### config.mk
export PLATFORM = sky130hd
export DESIGN_NAME = sirq_slave
export DESIGN_NICKNAME = d
export VERILOG_FILES = /design/src/verilog/sirq_pkg.sv /design/src/verilog/sirq_slave.sv
export SDC_FILE = /design/constraint.sdc
export NUM_CORES = 1
export LEC_CHECK = 0
export BUFFER_PORTS_ARGS = -buffer_cell sky130_fd_sc_hd__clkbuf_2
export CELL_PAD_IN_SITES_DETAIL_PLACEMENT = 0
export CELL_PAD_IN_SITES_GLOBAL_PLACEMENT = 1
export CORE_MARGIN = 3
export CORE_UTILIZATION = 43
export DETAILED_ROUTE_END_ITERATION = 7
export HOLD_SLACK_MARGIN = 0.08
export PLACE_DENSITY = 0.84
export SETUP_SLACK_MARGIN = 0.02
export SKIP_LAST_GASP = 1
export SYNTH_ARGS = -nofsm -noshare
export SYNTH_HDL_FRONTEND = slang
export SYNTH_SLANG_ARGS = --single-unit
### constraint.sdc
create_clock -name clk_sys -period 6.76 [get_ports clk_sys]
set_input_delay 1.352 -clock clk_sys [delete_from_list [all_inputs] [get_ports clk_sys]]
set_output_delay 1.352 -clock clk_sys [all_outputs]
set_load 0.02 [all_outputs]
### src/verilog/sirq_pkg.sv
// Function
// RULE_01 - Quiet mode idle: device pulls line low one clock, then releases.
// RULE_02 - No Start Frame while a cycle is active, Start to Stop.
// RULE_03 - Host extends start low three to seven clocks, drives high, releases.
// RULE_04 - Any source level change triggers a Quiet Start unless cycle carries it.
// RULE_05 - Continuous mode: only host starts frames; device stays passive.
// RULE_06 - Mode changes only at Stop Frame; reset gives Continuous mode. The code also drops to Continuous whenever enable bit D7 is clear.
// RULE_07 - Stop low two clocks means Quiet, three means Continuous.
// RULE_08 - Data frames count from Start rising edge; three clocks each.
// RULE_09 - Sample phase: drive low only when slot level is low.
// RULE_10 - Recovery phase: drive high only after driving low in Sample.
// RULE_11 - Turn-around phase: release the line.
// RULE_12 - Report low level every cycle, whoever started it.
// RULE_13 - Slot n samples 3n-1 clocks after the Start rising edge.
// RULE_14 - Slot 3 shared by IRQ2 and management interrupt.
// RULE_15 - IRQ13 in slot 14 selectable by serial ports and watchdog.
// RULE_16 - Enable bit 6 puts SMI in slot; bit 7 drives its pin.
// RULE_17 - Interface inactive unless config enable bit D7 set.
// RULE_18 - Only four serial ports and watchdog map into the stream.
// RULE_19 - Stop Frame may hold idle clocks; next Start may follow at once.
// RULE_20 - Only host makes Stop Frame, after all data frames.
// RULE_21 - Under bus reset line is released and mode is Continuous idle.
// RULE_22 - Line driven and sampled on the rising clock edge.
// RULE_23 - Per-slot level vector from slot maps; zero unmapped; low wins.
package sirq_pkg;

  localparam logic [2:0] ADDR_CFG    = 3'h0;
  localparam logic [2:0] ADDR_MAP_A  = 3'h1;
  localparam logic [2:0] ADDR_MAP_B  = 3'h2;
  localparam logic [2:0] ADDR_MAP_W  = 3'h3;
  localparam logic [2:0] ADDR_SMI_EN = 3'h4;
  localparam logic [2:0] ADDR_STATUS = 3'h5;

  localparam int CFG_EN_BIT   = 7;
  localparam int SMI_SLOT_BIT = 6;
  localparam int SMI_PIN_BIT  = 7;
  localparam logic [3:0] SMI_IRQ = 4'h2;

  localparam logic [7:0] CFG_RESET = 8'h00;
  localparam logic [7:0] MAP_RESET = 8'h00;
  localparam logic [7:0] SMI_RESET = 8'h00;

  // The synced rise is acted on three clocks after the pin rose.
  localparam logic [6:0] CNT_SYNC_LAT  = 7'h03;
  localparam logic [6:0] CNT_FIRST    = 7'h02;
  localparam logic [6:0] CNT_LAST     = 7'h31;
  localparam logic [6:0] CNT_MAX      = 7'h7F;
  localparam logic [6:0] FRAME_CLOCKS = 7'h03;
  localparam logic [2:0] STOP_QUIET   = 3'h2;
  localparam logic [2:0] STOP_CONT    = 3'h3;
  localparam logic [1:0] START_GAP    = 2'h2;

  typedef enum logic [3:0] {
    ST_IDLE  = 4'b0001,
    ST_KICK  = 4'b0010,
    ST_START = 4'b0100,
    ST_DATA  = 4'b1000
  } sirq_state_t;

  typedef struct packed {
    logic [2:0] addr;
    logic [7:0] wdata;
    logic       wr;
    logic       rd;
  } sirq_bus_t;

  typedef struct packed {
    logic out;
    logic oe;
  } sirq_pin_t;

endpackage : sirq_pkg

### src/verilog/sirq_slave.sv
`timescale 1ns/100ps
module sirq_slave (
  input  wire logic               clk_sys,
  input  wire logic               reset_n,
  input  wire sirq_pkg::sirq_bus_t bus,
  output logic [7:0]              rdata,
  input  wire logic [3:0]         uart_irq,
  input  wire logic               watchdog_source,
  input  wire logic               mgmt_interrupt_signal,
  input  wire logic               sirq_in,
  output sirq_pkg::sirq_pin_t     sirq_pin,
  output sirq_pkg::sirq_pin_t     mgmt_interrupt_pin
);

  function automatic logic [3:0] irq_of(input logic [6:0] c);
    logic [6:0] r;
    r = (c - sirq_pkg::CNT_FIRST) / sirq_pkg::FRAME_CLOCKS;
    return r[3:0];
  endfunction : irq_of

  function automatic logic [1:0] phase_of(input logic [6:0] c);
    logic [6:0] r;
    r = (c - sirq_pkg::CNT_FIRST) % sirq_pkg::FRAME_CLOCKS;
    return r[1:0];
  endfunction : phase_of

  function automatic logic in_frames(input logic [6:0] c);
    return (c >= sirq_pkg::CNT_FIRST) && (c <= sirq_pkg::CNT_LAST);
  endfunction : in_frames

  // Registers.
  logic [7:0] cfg_q;
  logic [7:0] map_a_q;
  logic [7:0] map_b_q;
  logic [7:0] map_w_q;
  logic [7:0] smi_en_q;
  logic [7:0] rdata_q;

  // Protocol state.
  sirq_pkg::sirq_state_t st_q;
  sirq_pkg::sirq_state_t st_d;
  logic        s1_q;
  logic        s2_q;
  logic        prev_q;
  logic [6:0]  cnt_q;
  logic [6:0]  cnt_d;
  logic [2:0]  low_q;
  logic [1:0]  gap_q;
  logic        quiet_q;
  logic [15:0] sent_q;
  logic        out_q;
  logic        oe_q;
  logic        out_d;
  logic        oe_d;
  logic        smi_oe_q;

  wire        en       = cfg_q[sirq_pkg::CFG_EN_BIT];
  wire        line     = s2_q;
  wire        rise     = s2_q & ~prev_q;
  wire        stop_q2  = rise && (low_q == sirq_pkg::STOP_QUIET);
  wire        stop_q3  = rise && (low_q == sirq_pkg::STOP_CONT);
  wire        stop_hit = (st_q == sirq_pkg::ST_DATA) && (stop_q2 || stop_q3);

  // Slot level vector indexed by IRQ number.
  function automatic logic [15:0] level_vec(
    input logic [3:0] src,
    input logic       wd,
    input logic       smi,
    input logic [7:0] ma,
    input logic [7:0] mb,
    input logic [7:0] mw,
    input logic       smi_on
  );
    logic [15:0] v;
    logic [3:0]  m [5];
    logic [4:0]  lv;
    v = 16'hFFFF;
    m[0] = ma[3:0];
    m[1] = ma[7:4];
    m[2] = mb[3:0];
    m[3] = mb[7:4];
    m[4] = mw[3:0];
    lv = {wd, src};
    for (int s = 0; s < 5; s++) begin
      if (m[s] != 4'h0) begin
        v[m[s]] = v[m[s]] & lv[s]; // RULE_23 RULE_18 RULE_15
      end
    end
    if (smi_on) begin
      v[sirq_pkg::SMI_IRQ] = v[sirq_pkg::SMI_IRQ] & smi; // RULE_14 RULE_16
    end
    return v;
  endfunction : level_vec

  wire [15:0] lvl = level_vec(uart_irq, watchdog_source,
                              mgmt_interrupt_signal, map_a_q, map_b_q,
                              map_w_q, smi_en_q[sirq_pkg::SMI_SLOT_BIT]);
  wire        pending = |(lvl ^ sent_q);

  wire        kick_go  = en && quiet_q && pending && line &&
                         (gap_q >= sirq_pkg::START_GAP); // RULE_01 RULE_04

  // Next state.
  always_comb begin
    st_d  = st_q;
    cnt_d = cnt_q;
    case (st_q)
      sirq_pkg::ST_IDLE: begin
        if (!line) begin
          st_d = sirq_pkg::ST_START;
        end else if (kick_go) begin
          st_d = sirq_pkg::ST_KICK; // RULE_01 RULE_02
        end
      end
      sirq_pkg::ST_KICK: begin
        if (!line) begin
          st_d = sirq_pkg::ST_START;
        end
      end
      sirq_pkg::ST_START: begin
        if (rise) begin
          st_d  = sirq_pkg::ST_DATA;
          cnt_d = sirq_pkg::CNT_SYNC_LAT; // RULE_08
        end
      end
      sirq_pkg::ST_DATA: begin
        if (stop_hit) begin
          st_d = sirq_pkg::ST_IDLE; // RULE_20 RULE_19
        end else if (cnt_q != sirq_pkg::CNT_MAX) begin
          cnt_d = cnt_q + 7'h01;
        end
      end
      default: begin
        st_d = sirq_pkg::ST_IDLE;
      end
    endcase
    if (!en) begin
      st_d = sirq_pkg::ST_IDLE; // RULE_17
    end
  end

  wire [3:0] irq_d   = irq_of(cnt_d);
  wire [1:0] ph_d    = phase_of(cnt_d);
  wire       data_d  = (st_d == sirq_pkg::ST_DATA) && in_frames(cnt_d);
  wire       samp_d  = data_d && (ph_d == 2'h0) && (irq_d != 4'h0);
  wire       drv_lo  = samp_d && !lvl[irq_d]; // RULE_09 RULE_12 RULE_13
  wire       drv_hi  = data_d && (ph_d == 2'h1) && oe_q && !out_q; // RULE_10
  wire       kick_d  = (st_q == sirq_pkg::ST_IDLE) &&
                       (st_d == sirq_pkg::ST_KICK);

  // Turn-around and everything else leave the line released.
  assign oe_d  = kick_d || drv_lo || drv_hi; // RULE_11
  assign out_d = drv_hi;

  // Pin synchroniser; the first stage feeds only the second.
  always_ff @(posedge clk_sys or negedge reset_n) begin
    if (!reset_n) begin
      s1_q   <= 1'b1;
      s2_q   <= 1'b1;
      prev_q <= 1'b1;
    end else begin
      s1_q   <= sirq_in; // RULE_22
      s2_q   <= s1_q;
      prev_q <= s2_q;
    end
  end

  always_ff @(posedge clk_sys or negedge reset_n) begin
    if (!reset_n) begin
      st_q  <= sirq_pkg::ST_IDLE; // RULE_21
      cnt_q <= 7'h00;
      out_q <= 1'b1;
      oe_q  <= 1'b0;
    end else begin
      st_q  <= st_d;
      cnt_q <= cnt_d;
      out_q <= out_d;
      oe_q  <= oe_d;
    end
  end

  always_ff @(posedge clk_sys or negedge reset_n) begin
    if (!reset_n) begin
      low_q <= 3'h0;
    end else if (line) begin
      low_q <= 3'h0;
    end else if (low_q != 3'h7) begin
      low_q <= low_q + 3'h1; // RULE_07
    end
  end

  always_ff @(posedge clk_sys or negedge reset_n) begin
    if (!reset_n) begin
      gap_q <= 2'h0;
    end else if (st_q != sirq_pkg::ST_IDLE || !line) begin
      gap_q <= 2'h0;
    end else if (gap_q != 2'h3) begin
      gap_q <= gap_q + 2'h1;
    end
  end

  always_ff @(posedge clk_sys or negedge reset_n) begin
    if (!reset_n) begin
      quiet_q <= 1'b0; // RULE_06 RULE_21
    end else if (!en) begin
      quiet_q <= 1'b0;
    end else if (stop_hit) begin
      quiet_q <= stop_q2; // RULE_06 RULE_07
    end
  end

  always_ff @(posedge clk_sys or negedge reset_n) begin
    if (!reset_n) begin
      sent_q <= 16'hFFFF;
    end else if (samp_d) begin
      sent_q[irq_d] <= lvl[irq_d]; // RULE_04
    end
  end

  always_ff @(posedge clk_sys or negedge reset_n) begin
    if (!reset_n) begin
      smi_oe_q <= 1'b0;
    end else begin
      smi_oe_q <= smi_en_q[sirq_pkg::SMI_PIN_BIT] &
                  ~mgmt_interrupt_signal; // RULE_16
    end
  end

  // Register port.
  wire wr_cfg = bus.wr && (bus.addr == sirq_pkg::ADDR_CFG);
  wire wr_ma  = bus.wr && (bus.addr == sirq_pkg::ADDR_MAP_A);
  wire wr_mb  = bus.wr && (bus.addr == sirq_pkg::ADDR_MAP_B);
  wire wr_mw  = bus.wr && (bus.addr == sirq_pkg::ADDR_MAP_W);
  wire wr_smi = bus.wr && (bus.addr == sirq_pkg::ADDR_SMI_EN);
  wire [7:0] status = {5'h00, pending,
                       st_q != sirq_pkg::ST_IDLE, quiet_q};
  wire [7:0] rd_mux =
    (bus.addr == sirq_pkg::ADDR_CFG)    ? cfg_q    :
    (bus.addr == sirq_pkg::ADDR_MAP_A)  ? map_a_q  :
    (bus.addr == sirq_pkg::ADDR_MAP_B)  ? map_b_q  :
    (bus.addr == sirq_pkg::ADDR_MAP_W)  ? {4'h0, map_w_q[3:0]} :
    (bus.addr == sirq_pkg::ADDR_SMI_EN) ? smi_en_q :
    (bus.addr == sirq_pkg::ADDR_STATUS) ? status   : 8'h00;

  always_ff @(posedge clk_sys or negedge reset_n) begin
    if (!reset_n) begin
      cfg_q    <= sirq_pkg::CFG_RESET;
      map_a_q  <= sirq_pkg::MAP_RESET;
      map_b_q  <= sirq_pkg::MAP_RESET;
      map_w_q  <= sirq_pkg::MAP_RESET;
      smi_en_q <= sirq_pkg::SMI_RESET;
    end else begin
      if (wr_cfg) cfg_q <= {bus.wdata[7], 7'h00};
      if (wr_ma) map_a_q <= bus.wdata;
      if (wr_mb) map_b_q <= bus.wdata;
      if (wr_mw) map_w_q <= {4'h0, bus.wdata[3:0]};
      if (wr_smi) smi_en_q <= {bus.wdata[7:6], 6'h00};
    end
  end

  always_ff @(posedge clk_sys or negedge reset_n) begin
    if (!reset_n) begin
      rdata_q <= 8'h00;
    end else begin
      rdata_q <= bus.rd ? rd_mux : 8'h00;
    end
  end

  assign rdata                  = rdata_q;
  assign sirq_pin.out           = out_q;
  assign sirq_pin.oe            = oe_q;
  assign mgmt_interrupt_pin.out = 1'b0;
  assign mgmt_interrupt_pin.oe  = smi_oe_q;
endmodule : sirq_slave
==> flow_metrics.tcl, run 1 <==
set metrics [dict create \
    fin_total_pwr_mw 3.81 \
    firstDrtPassIters 6 \
    area_growth_pct 14.0 \
    critPathCaptureType "flip-flop" \
    antenna_found_initial 0 \
    synthesis.nets 1030 \
    crit_top_cell "buf_4" \
    coreArea_um2 17500 \
    synth_area_leaders "dfrtp_1 16%, dfstp_2 7.1%, nor2_1 4.9%" \
    cts-root-buf "clkbuf_16" \
    yosys_register_bits 70 \
    ys.flop_type "dfrtp_1" \
    fin_cells 1262 \
    cts_tree "done" \
    clock_latency_ns 0.34 \
    relSlewSlack 0.169 \
    wl_per_cell_um 19.6 \
    cts.clk_slew.worst_paths_ns 0.06 \
    stdcell_area_um2 8840 \
    max_slew.worst_pin.slew_ns 1.24 \
    dp.final_hpwl_mm 18.4 \
    dieArea_um2 19700 \
    drt_iter0_markers 793 \
    fin_nets 1068 \
    synth.distinct_cells 109 \
    clock.fmax_ghz 0.153 \
    fin_worst_skew_ns 0.0105 \
    diodes 0 \
    viasPerCell 6.47 \
    drt.antenna.violating_nets 0 \
    final-setup-viol-count 0 \
    ir_drop_v 0.000296 \
    async_flop_share 1.00 \
    drive_above_1_share 0.234 \
    ios 34 \
    syn_inst 994 \
    wirelength_mm 24.7 \
    clk_path_buf_depth 2 \
    crit_path_top_delay_cell "a2111o_2" \
    yosysTopAreaCell "dfrtp_1" \
    core.rowCount 48 \
    hold_viol 0 \
    drcViolationCount 0 \
    setup.worst_path.start_class "flip-flop" \
    min_period_ns 6.54 \
    cp.arrival_ns 6.80 \
    critPathKind "flip-flop to flip-flop" \
    cts_buffers 9 \
    syn_area_per_cell_um2 7.80 \
    floorplan.initialDensity 0.444 \
    yosys.area.top_type_share 0.158 \
    n_fill_cell 1713 \
    numPlacedInstances 1228 \
    clkSinkCount 70 \
    status "complete, no violations" \
    grt_max_degree 71 \
    via_count 8167 \
    cpPeakStageDelay_ns 0.47 \
    crit_path_max_fanout 9 \
    power_per_cell_area_nw_per_um2 431 \
    ys_seq_area_frac 0.229 \
    grt_pass1_wl_mm 39.5 \
    yosysWarnings 0 \
    drv_cap 0 \
    post-synth-top-count-cell "nor2_1" \
    grt_pass1_vias 7483 \
    fin_crit_sh 0.967 \
    port_buffers 32 \
    synth_common_cells "102 x nor2_1, 90 x nand2_1, 49 x dfrtp_1" \
    die-height_um 140 \
    synthesis.area_um2 7750 \
    worst-endpoint-required_ns 7.02 \
    die_x_um 140 \
    grt_use_total 0.242 \
    synth_edf_count 0 \
    gp_congestion 0.941 \
    slew_violations 0 \
    rsz0062_at_grt "yes" \
    power_leakage_nw 3.40 \
    cts_max_level 3 \
    hp-class "flip-flop to flip-flop" \
    placedInstanceArea_um2 8220 \
    gr-total-overflow 0 \
]
## cells in the final DEF, fill, tap and decap left out, types with 9 or more instances in the layout
cell and count:
a211oi_1 13, mux2_2 33, nand3_1 39, or3_1 10
o21ai_0 44, xnor2_1 9, nor2_1 101, ha_1 12
nor3_1 41, a31oi_1 15, nor2b_1 19, and3_1 9
clkbuf_16 9, and2_1 9, nand2_1 89, dfstp_2 21
o211ai_1 12, o22ai_1 13, xor2_1 15, dfrtp_1 49
buf_4 60, nand2b_1 26, clkbuf_2 31, a21oi_1 43
inv_1 20, nand4_1 21, mux2_1 9, or2_2 9
## stage by stage
| stage | hold slack (ns) | util | setup slack (ns) | TNS (ns) |
|---|---|---|---|---|
| floorplan | 0.345 | - | 0.138 | 0 |
| global placement | 0.353 | 0.470 | 0.158 | 0 |
| detailed placement | 0.353 | 0.470 | -0.0885 | -0.752 |
| CTS | 0.366 | 0.489 | 0.0420 | 0 |
| global route | 0.373 | 0.506 | -0.0501 | -0.197 |
| finish | 0.365 | 0.506 | 0.221 | 0 |
## routing by layer
metal  global-route usage  wire [um]  up-vias
met5                    0          0        -
met4               0.0556        380        0
met3               0.0427       1640       33
met2                0.378      11500      293
met1                0.349      11200     3967
li1                     -          -     3874
## worst max-delay path, delay by kind of cell (launching register included)
family / cells / cell delay (ns)
compound gates: 14 / 2.90
simple gates: 6 / 0.84
fa+ha+maj: 4 / 0.80
flops: 1 / 0.40
mux: 2 / 0.60
buf+inv: 3 / 0.55
xor+xnor: 2 / 0.35
## path summary, 6_finish.rpt
check | endpoint | depth (start not counted) | start | slack, ns
setup reg to reg | sent_q[4] | 31 | low_q[0] | 0.22
hold reg to reg | line | 0 | s1_q | 0.36
hold / removal | line | 0 | s1_q | 0.36
setup / recovery | sent_q[4] | 31 | low_q[0] | 0.22
min in group asynchronous | gap_q[0] | 1 | reset_n | 1.12
max in group asynchronous | oe_q | 1 | reset_n | 5.05
## kinds of logic after synthesis
group / after synthesis / synth area share
and+or+nand+nor: 444 / 0.303
AOI/OAI and AO/OA: 295 / 0.285
DFF: 70 / 0.229
xor gates and xnor gates: 26 / 0.0303
adders and majority gates: 14 / 0.0226
muxes: 52 / 0.0784
other: 1 / 0.000484
buffers and inverters: 92 / 0.0510
## flip-flops by register name, summed over array words and instances (netlist names)
signal    count
out_q         1
low_q         3
map_a_q       8
cnt_q         7
smi_en_q      2
map_b_q       8
s1_q          1
quiet_q       1
rdata         8
oe_q          1
map_w_q       4
st_q          4
gap_q         2
smi_oe_q      1
prev_q        1
cfg_q         1
sent_q       16
line          1
## power breakdown
group,internal [mW],switching [mW],leakage [nW],total (mW)
clock,0.253,0.200,0.139,0.454
combinational,1.12,1.62,2.41,2.73
sequential,0.473,0.149,0.849,0.621
total,1.84,1.97,3.40,3.81
## cell type report
class | instances | area, um2 | share of cell area
clock buffers | 9 | 225 | 0.0255
clock inverters | 7 | 55.1 | 0.00623
inverters | 26 | 97.6 | 0.0110
multi-input cells | 833 | 5770 | 0.653
flip-flops and latches | 70 | 1780 | 0.201
well taps | 225 | 282 | 0.0319
repair buffers | 92 | 626 | 0.0708
## timing repair
item | 4_1_cts | 5_1_grt
buffers inserted | 3 | 14
pin swaps | 1 | 16
setup endpoints to repair | 16 | 16
gates cloned | 0 | 1
hold buffers | 0 | 0
gates resized for setup | 5 | 32
(Power assumes the default switching activity.)
==> run 2: changes to the inputs <==
ABC_AREA = 1   (was not set)
CORE_UTILIZATION = 40   (was 43)
==> run 2 against run 1 <==
  * Maximum frequency is 5.2% higher
  * Flip-flop and latch count stayed put
  * Design area is 16% lower
  * Die area is 6.2% lower
  * Clock power hardly changed
  * Combinational power hardly changed
  * Sequential share of layout area is 3.9 points higher
  * Critical endpoint is now sent_q[7]
==> flow_metrics.tcl, run 2 <==
set metrics [dict create \
    crit_top_cell "nand2_1" \
    fin_total_pwr_mw 3.69 \
    die_x_um 136 \
    floorplan.initialDensity 0.417 \
    tns_ns 0 \
    swShare 0.591 \
    die-height_um 136 \
    cp.arrival_ns 6.48 \
    pre_cts_slack_ns 0.0843 \
    yosys_register_bits 70 \
    ir_drop_v 0.000400 \
    yosysWarnings 0 \
    area_growth_pct 9.94 \
    critPathKind "flip-flop to flip-flop" \
    p_clk_frac 0.122 \
    clock_latency_ns 0.34 \
    viasPerCell 5.29 \
    pwr-share-comb 0.737 \
    critPathCaptureType "flip-flop" \
    hp-class "flip-flop to flip-flop" \
    firstDrtPassIters 7 \
    synth.distinct_cells 47 \
    wl_per_cell_um 14.4 \
    antenna_found_initial 0 \
    yosysTopAreaCell "dfrtp_1" \
    drcViolationCount 0 \
    p_seq_frac 0.141 \
    synth-simple-area-share 0.467 \
    finalWorstSetupSlack_ns 0.546 \
    grt_max_degree 71 \
    diodes 0 \
    fin_nets 1198 \
    syn_area_per_cell_um2 5.95 \
    coreArea_um2 16200 \
    largest-register "sent_q" \
    cts_tree "done" \
    drv_cap 0 \
    post-route-util 0.459 \
    synth_top_family_by_area "simple AND/OR/NAND/NOR gates" \
    final_cell_mix "292 x nand2_1, 185 x nand3_1, 165 x nor2_1" \
    wirelength_mm 19.9 \
    p_sw_mw 2.18 \
    cts_buffers 9 \
    holdWs_ns 0.360 \
    cpPeakStageDelay_ns 0.40 \
    synth-compound-area-share 0.124 \
    min_period_ns 6.21 \
    ys.flop_type "dfrtp_1" \
    drt_iter0_markers 583 \
    syn_inst 1134 \
    power_leakage_nw 3.71 \
    n_fill_cell 1741 \
    power_per_cell_area_nw_per_um2 498 \
    fin_crit_sh 0.919 \
    status "complete, no violations" \
    cts-root-buf "clkbuf_16" \
    synthesis.nets 1170 \
    final_common_cell "nand2_1" \
    cts_max_level 3 \
    setup.worst_path.start_class "flip-flop" \
    cts.clk_slew.worst_paths_ns 0.06 \
    slew_violations 0 \
    gr-total-overflow 0 \
    synthAdderAreaFrac 0.0260 \
    clkSinkCount 70 \
    max_slew.worst_pin.slew_ns 0.932 \
    clk_path_buf_depth 2 \
    ys_seq_area_frac 0.264 \
    hold_buffers 0 \
    grt_use_total 0.220 \
    drive_above_1_share 0.125 \
    port_buffers 32 \
    crit_path_top_delay_cell "dfrtp_1" \
    core.rowCount 46 \
    grt_pass1_vias 6750 \
    dp.final_hpwl_mm 15.7 \
    async_flop_share 1.00 \
    drt.antenna.violating_nets 0 \
    grt_pass1_wl_mm 33.0 \
    gp_congestion 0.879 \
    final-setup-viol-count 0 \
    rsz0062_at_grt "yes" \
    dieArea_um2 18500 \
    synth_common_cells "292 x nand2_1, 186 x nand3_1, 166 x nor2_1" \
    ios 34 \
    largest_reg_flops 16 \
    intPower_mw 1.51 \
    synth_xor_area_frac 0.00649 \
    clock.fmax_ghz 0.161 \
    hold_viol 0 \
    synth_edf_count 0 \
    fin_worst_skew_ns 0.00883 \
    synth_area_leaders "dfrtp_1 18%, nand2_1 16%, nand3_1 14%" \
    worst-endpoint-required_ns 7.03 \
    yosys.area.top_type_share 0.182 \
    muxShareOfSynthArea 0.00148 \
    via_count 7317 \
    relSlewSlack 0.374 \
    synthesis.area_um2 6750 \
    post-synth-top-count-cell "nand2_1" \
    crit_path_max_fanout 9 \
]
==> run 2: changes by cell type after synthesis, moves of 28 or more <==
cell	previous run	this run
a21oi_1	45	17
clkbuf_1	45	3
inv_1	20	135
mux2_2	33	0
nand2_1	90	292
nand3_1	42	186
nor2_1	102	166
nor3_1	46	16
o21ai_0	45	78
==> run 2: critical path: cells and delay by family, from the launching register on <==
family,cells,cell delay (ns)
XOR/XNOR,2,0.31
AND/OR/NAND/NOR,26,3.63
buffers and inverters,3,0.41
flip-flops,1,0.40
AO/OA/AOI/OAI,5,0.52
adder cells (fa/ha/maj),4,0.84
==> run 2: path summary, 6_finish.rpt <==
check | start | end | slack [ns] | depth (start not counted)
worst max-delay path | low_q[1] | sent_q[7] | 0.55 | 40
worst min-delay path | s1_q | line | 0.36 | 0
worst max register to register | low_q[1] | sent_q[7] | 0.55 | 40
worst min register to register | s1_q | line | 0.36 | 0
max in group asynchronous | reset_n | cnt_q[5] | 5.07 | 1
min in group asynchronous | reset_n | quiet_q | 1.13 | 1
==> run 2: cell families after synthesis <==
| group | count (synthesis) |
|---|---|
| AOI/OAI and AO/OA | 146 |
| adders and majority gates | 14 |
| and+or+nand+nor | 714 |
| buffers and inverters | 183 |
| DFF | 70 |
| xor gates and xnor gates | 5 |
| other | 1 |
| muxes | 1 |
==> run 2: cell type report <==
type                       instances  area, um2  area share
tap                              216        270      0.0364
clock buffer                       9        225      0.0304
multi-input combinational        881       4270       0.576
inverter                         163        614      0.0828
timing repair buffer              37        198      0.0267
sequential                        70       1780       0.240
clock inverter                     7       57.6     0.00776
==> run 2: per-layer routing <==
layer,wire length (um),share of wire,track usage,vias up
li1,-,-,-,3745
met2,9230,0.46,0.368,158
met5,0,0,0,-
met4,234,0.012,0.0521,0
met3,864,0.043,0.0244,15
met1,9540,0.48,0.306,3399
==> run 2: timing repair <==
item	in CTS	in global routing
endpoints found under the setup margin	0	17
gates resized for setup	0	13
buffers inserted	0	4
==> run 2: metrics by stage <==
| step | cells | instance area (um2) |
|---|---|---|
| 6_report | 1383 | 7420 |
| 3_5_place_dp | 1363 | 7050 |
| 5_1_grt | 1383 | 7420 |
| 4_1_cts | 1379 | 7330 |
| 3_3_place_gp | 1363 | 7050 |
| 2_1_floorplan | 1134 | 6750 |
==> run 2: power groups by stage <==
stage          Clock (mW)  Combinational, mW  Sequential [mW]
3_5_place_dp            0               2.53            0.527
6_report            0.451               2.72            0.521
2_1_floorplan           0               2.05            0.511
5_1_grt             0.480               3.05            0.529
4_1_cts             0.462               2.54            0.520
3_3_place_gp            0               2.53            0.527
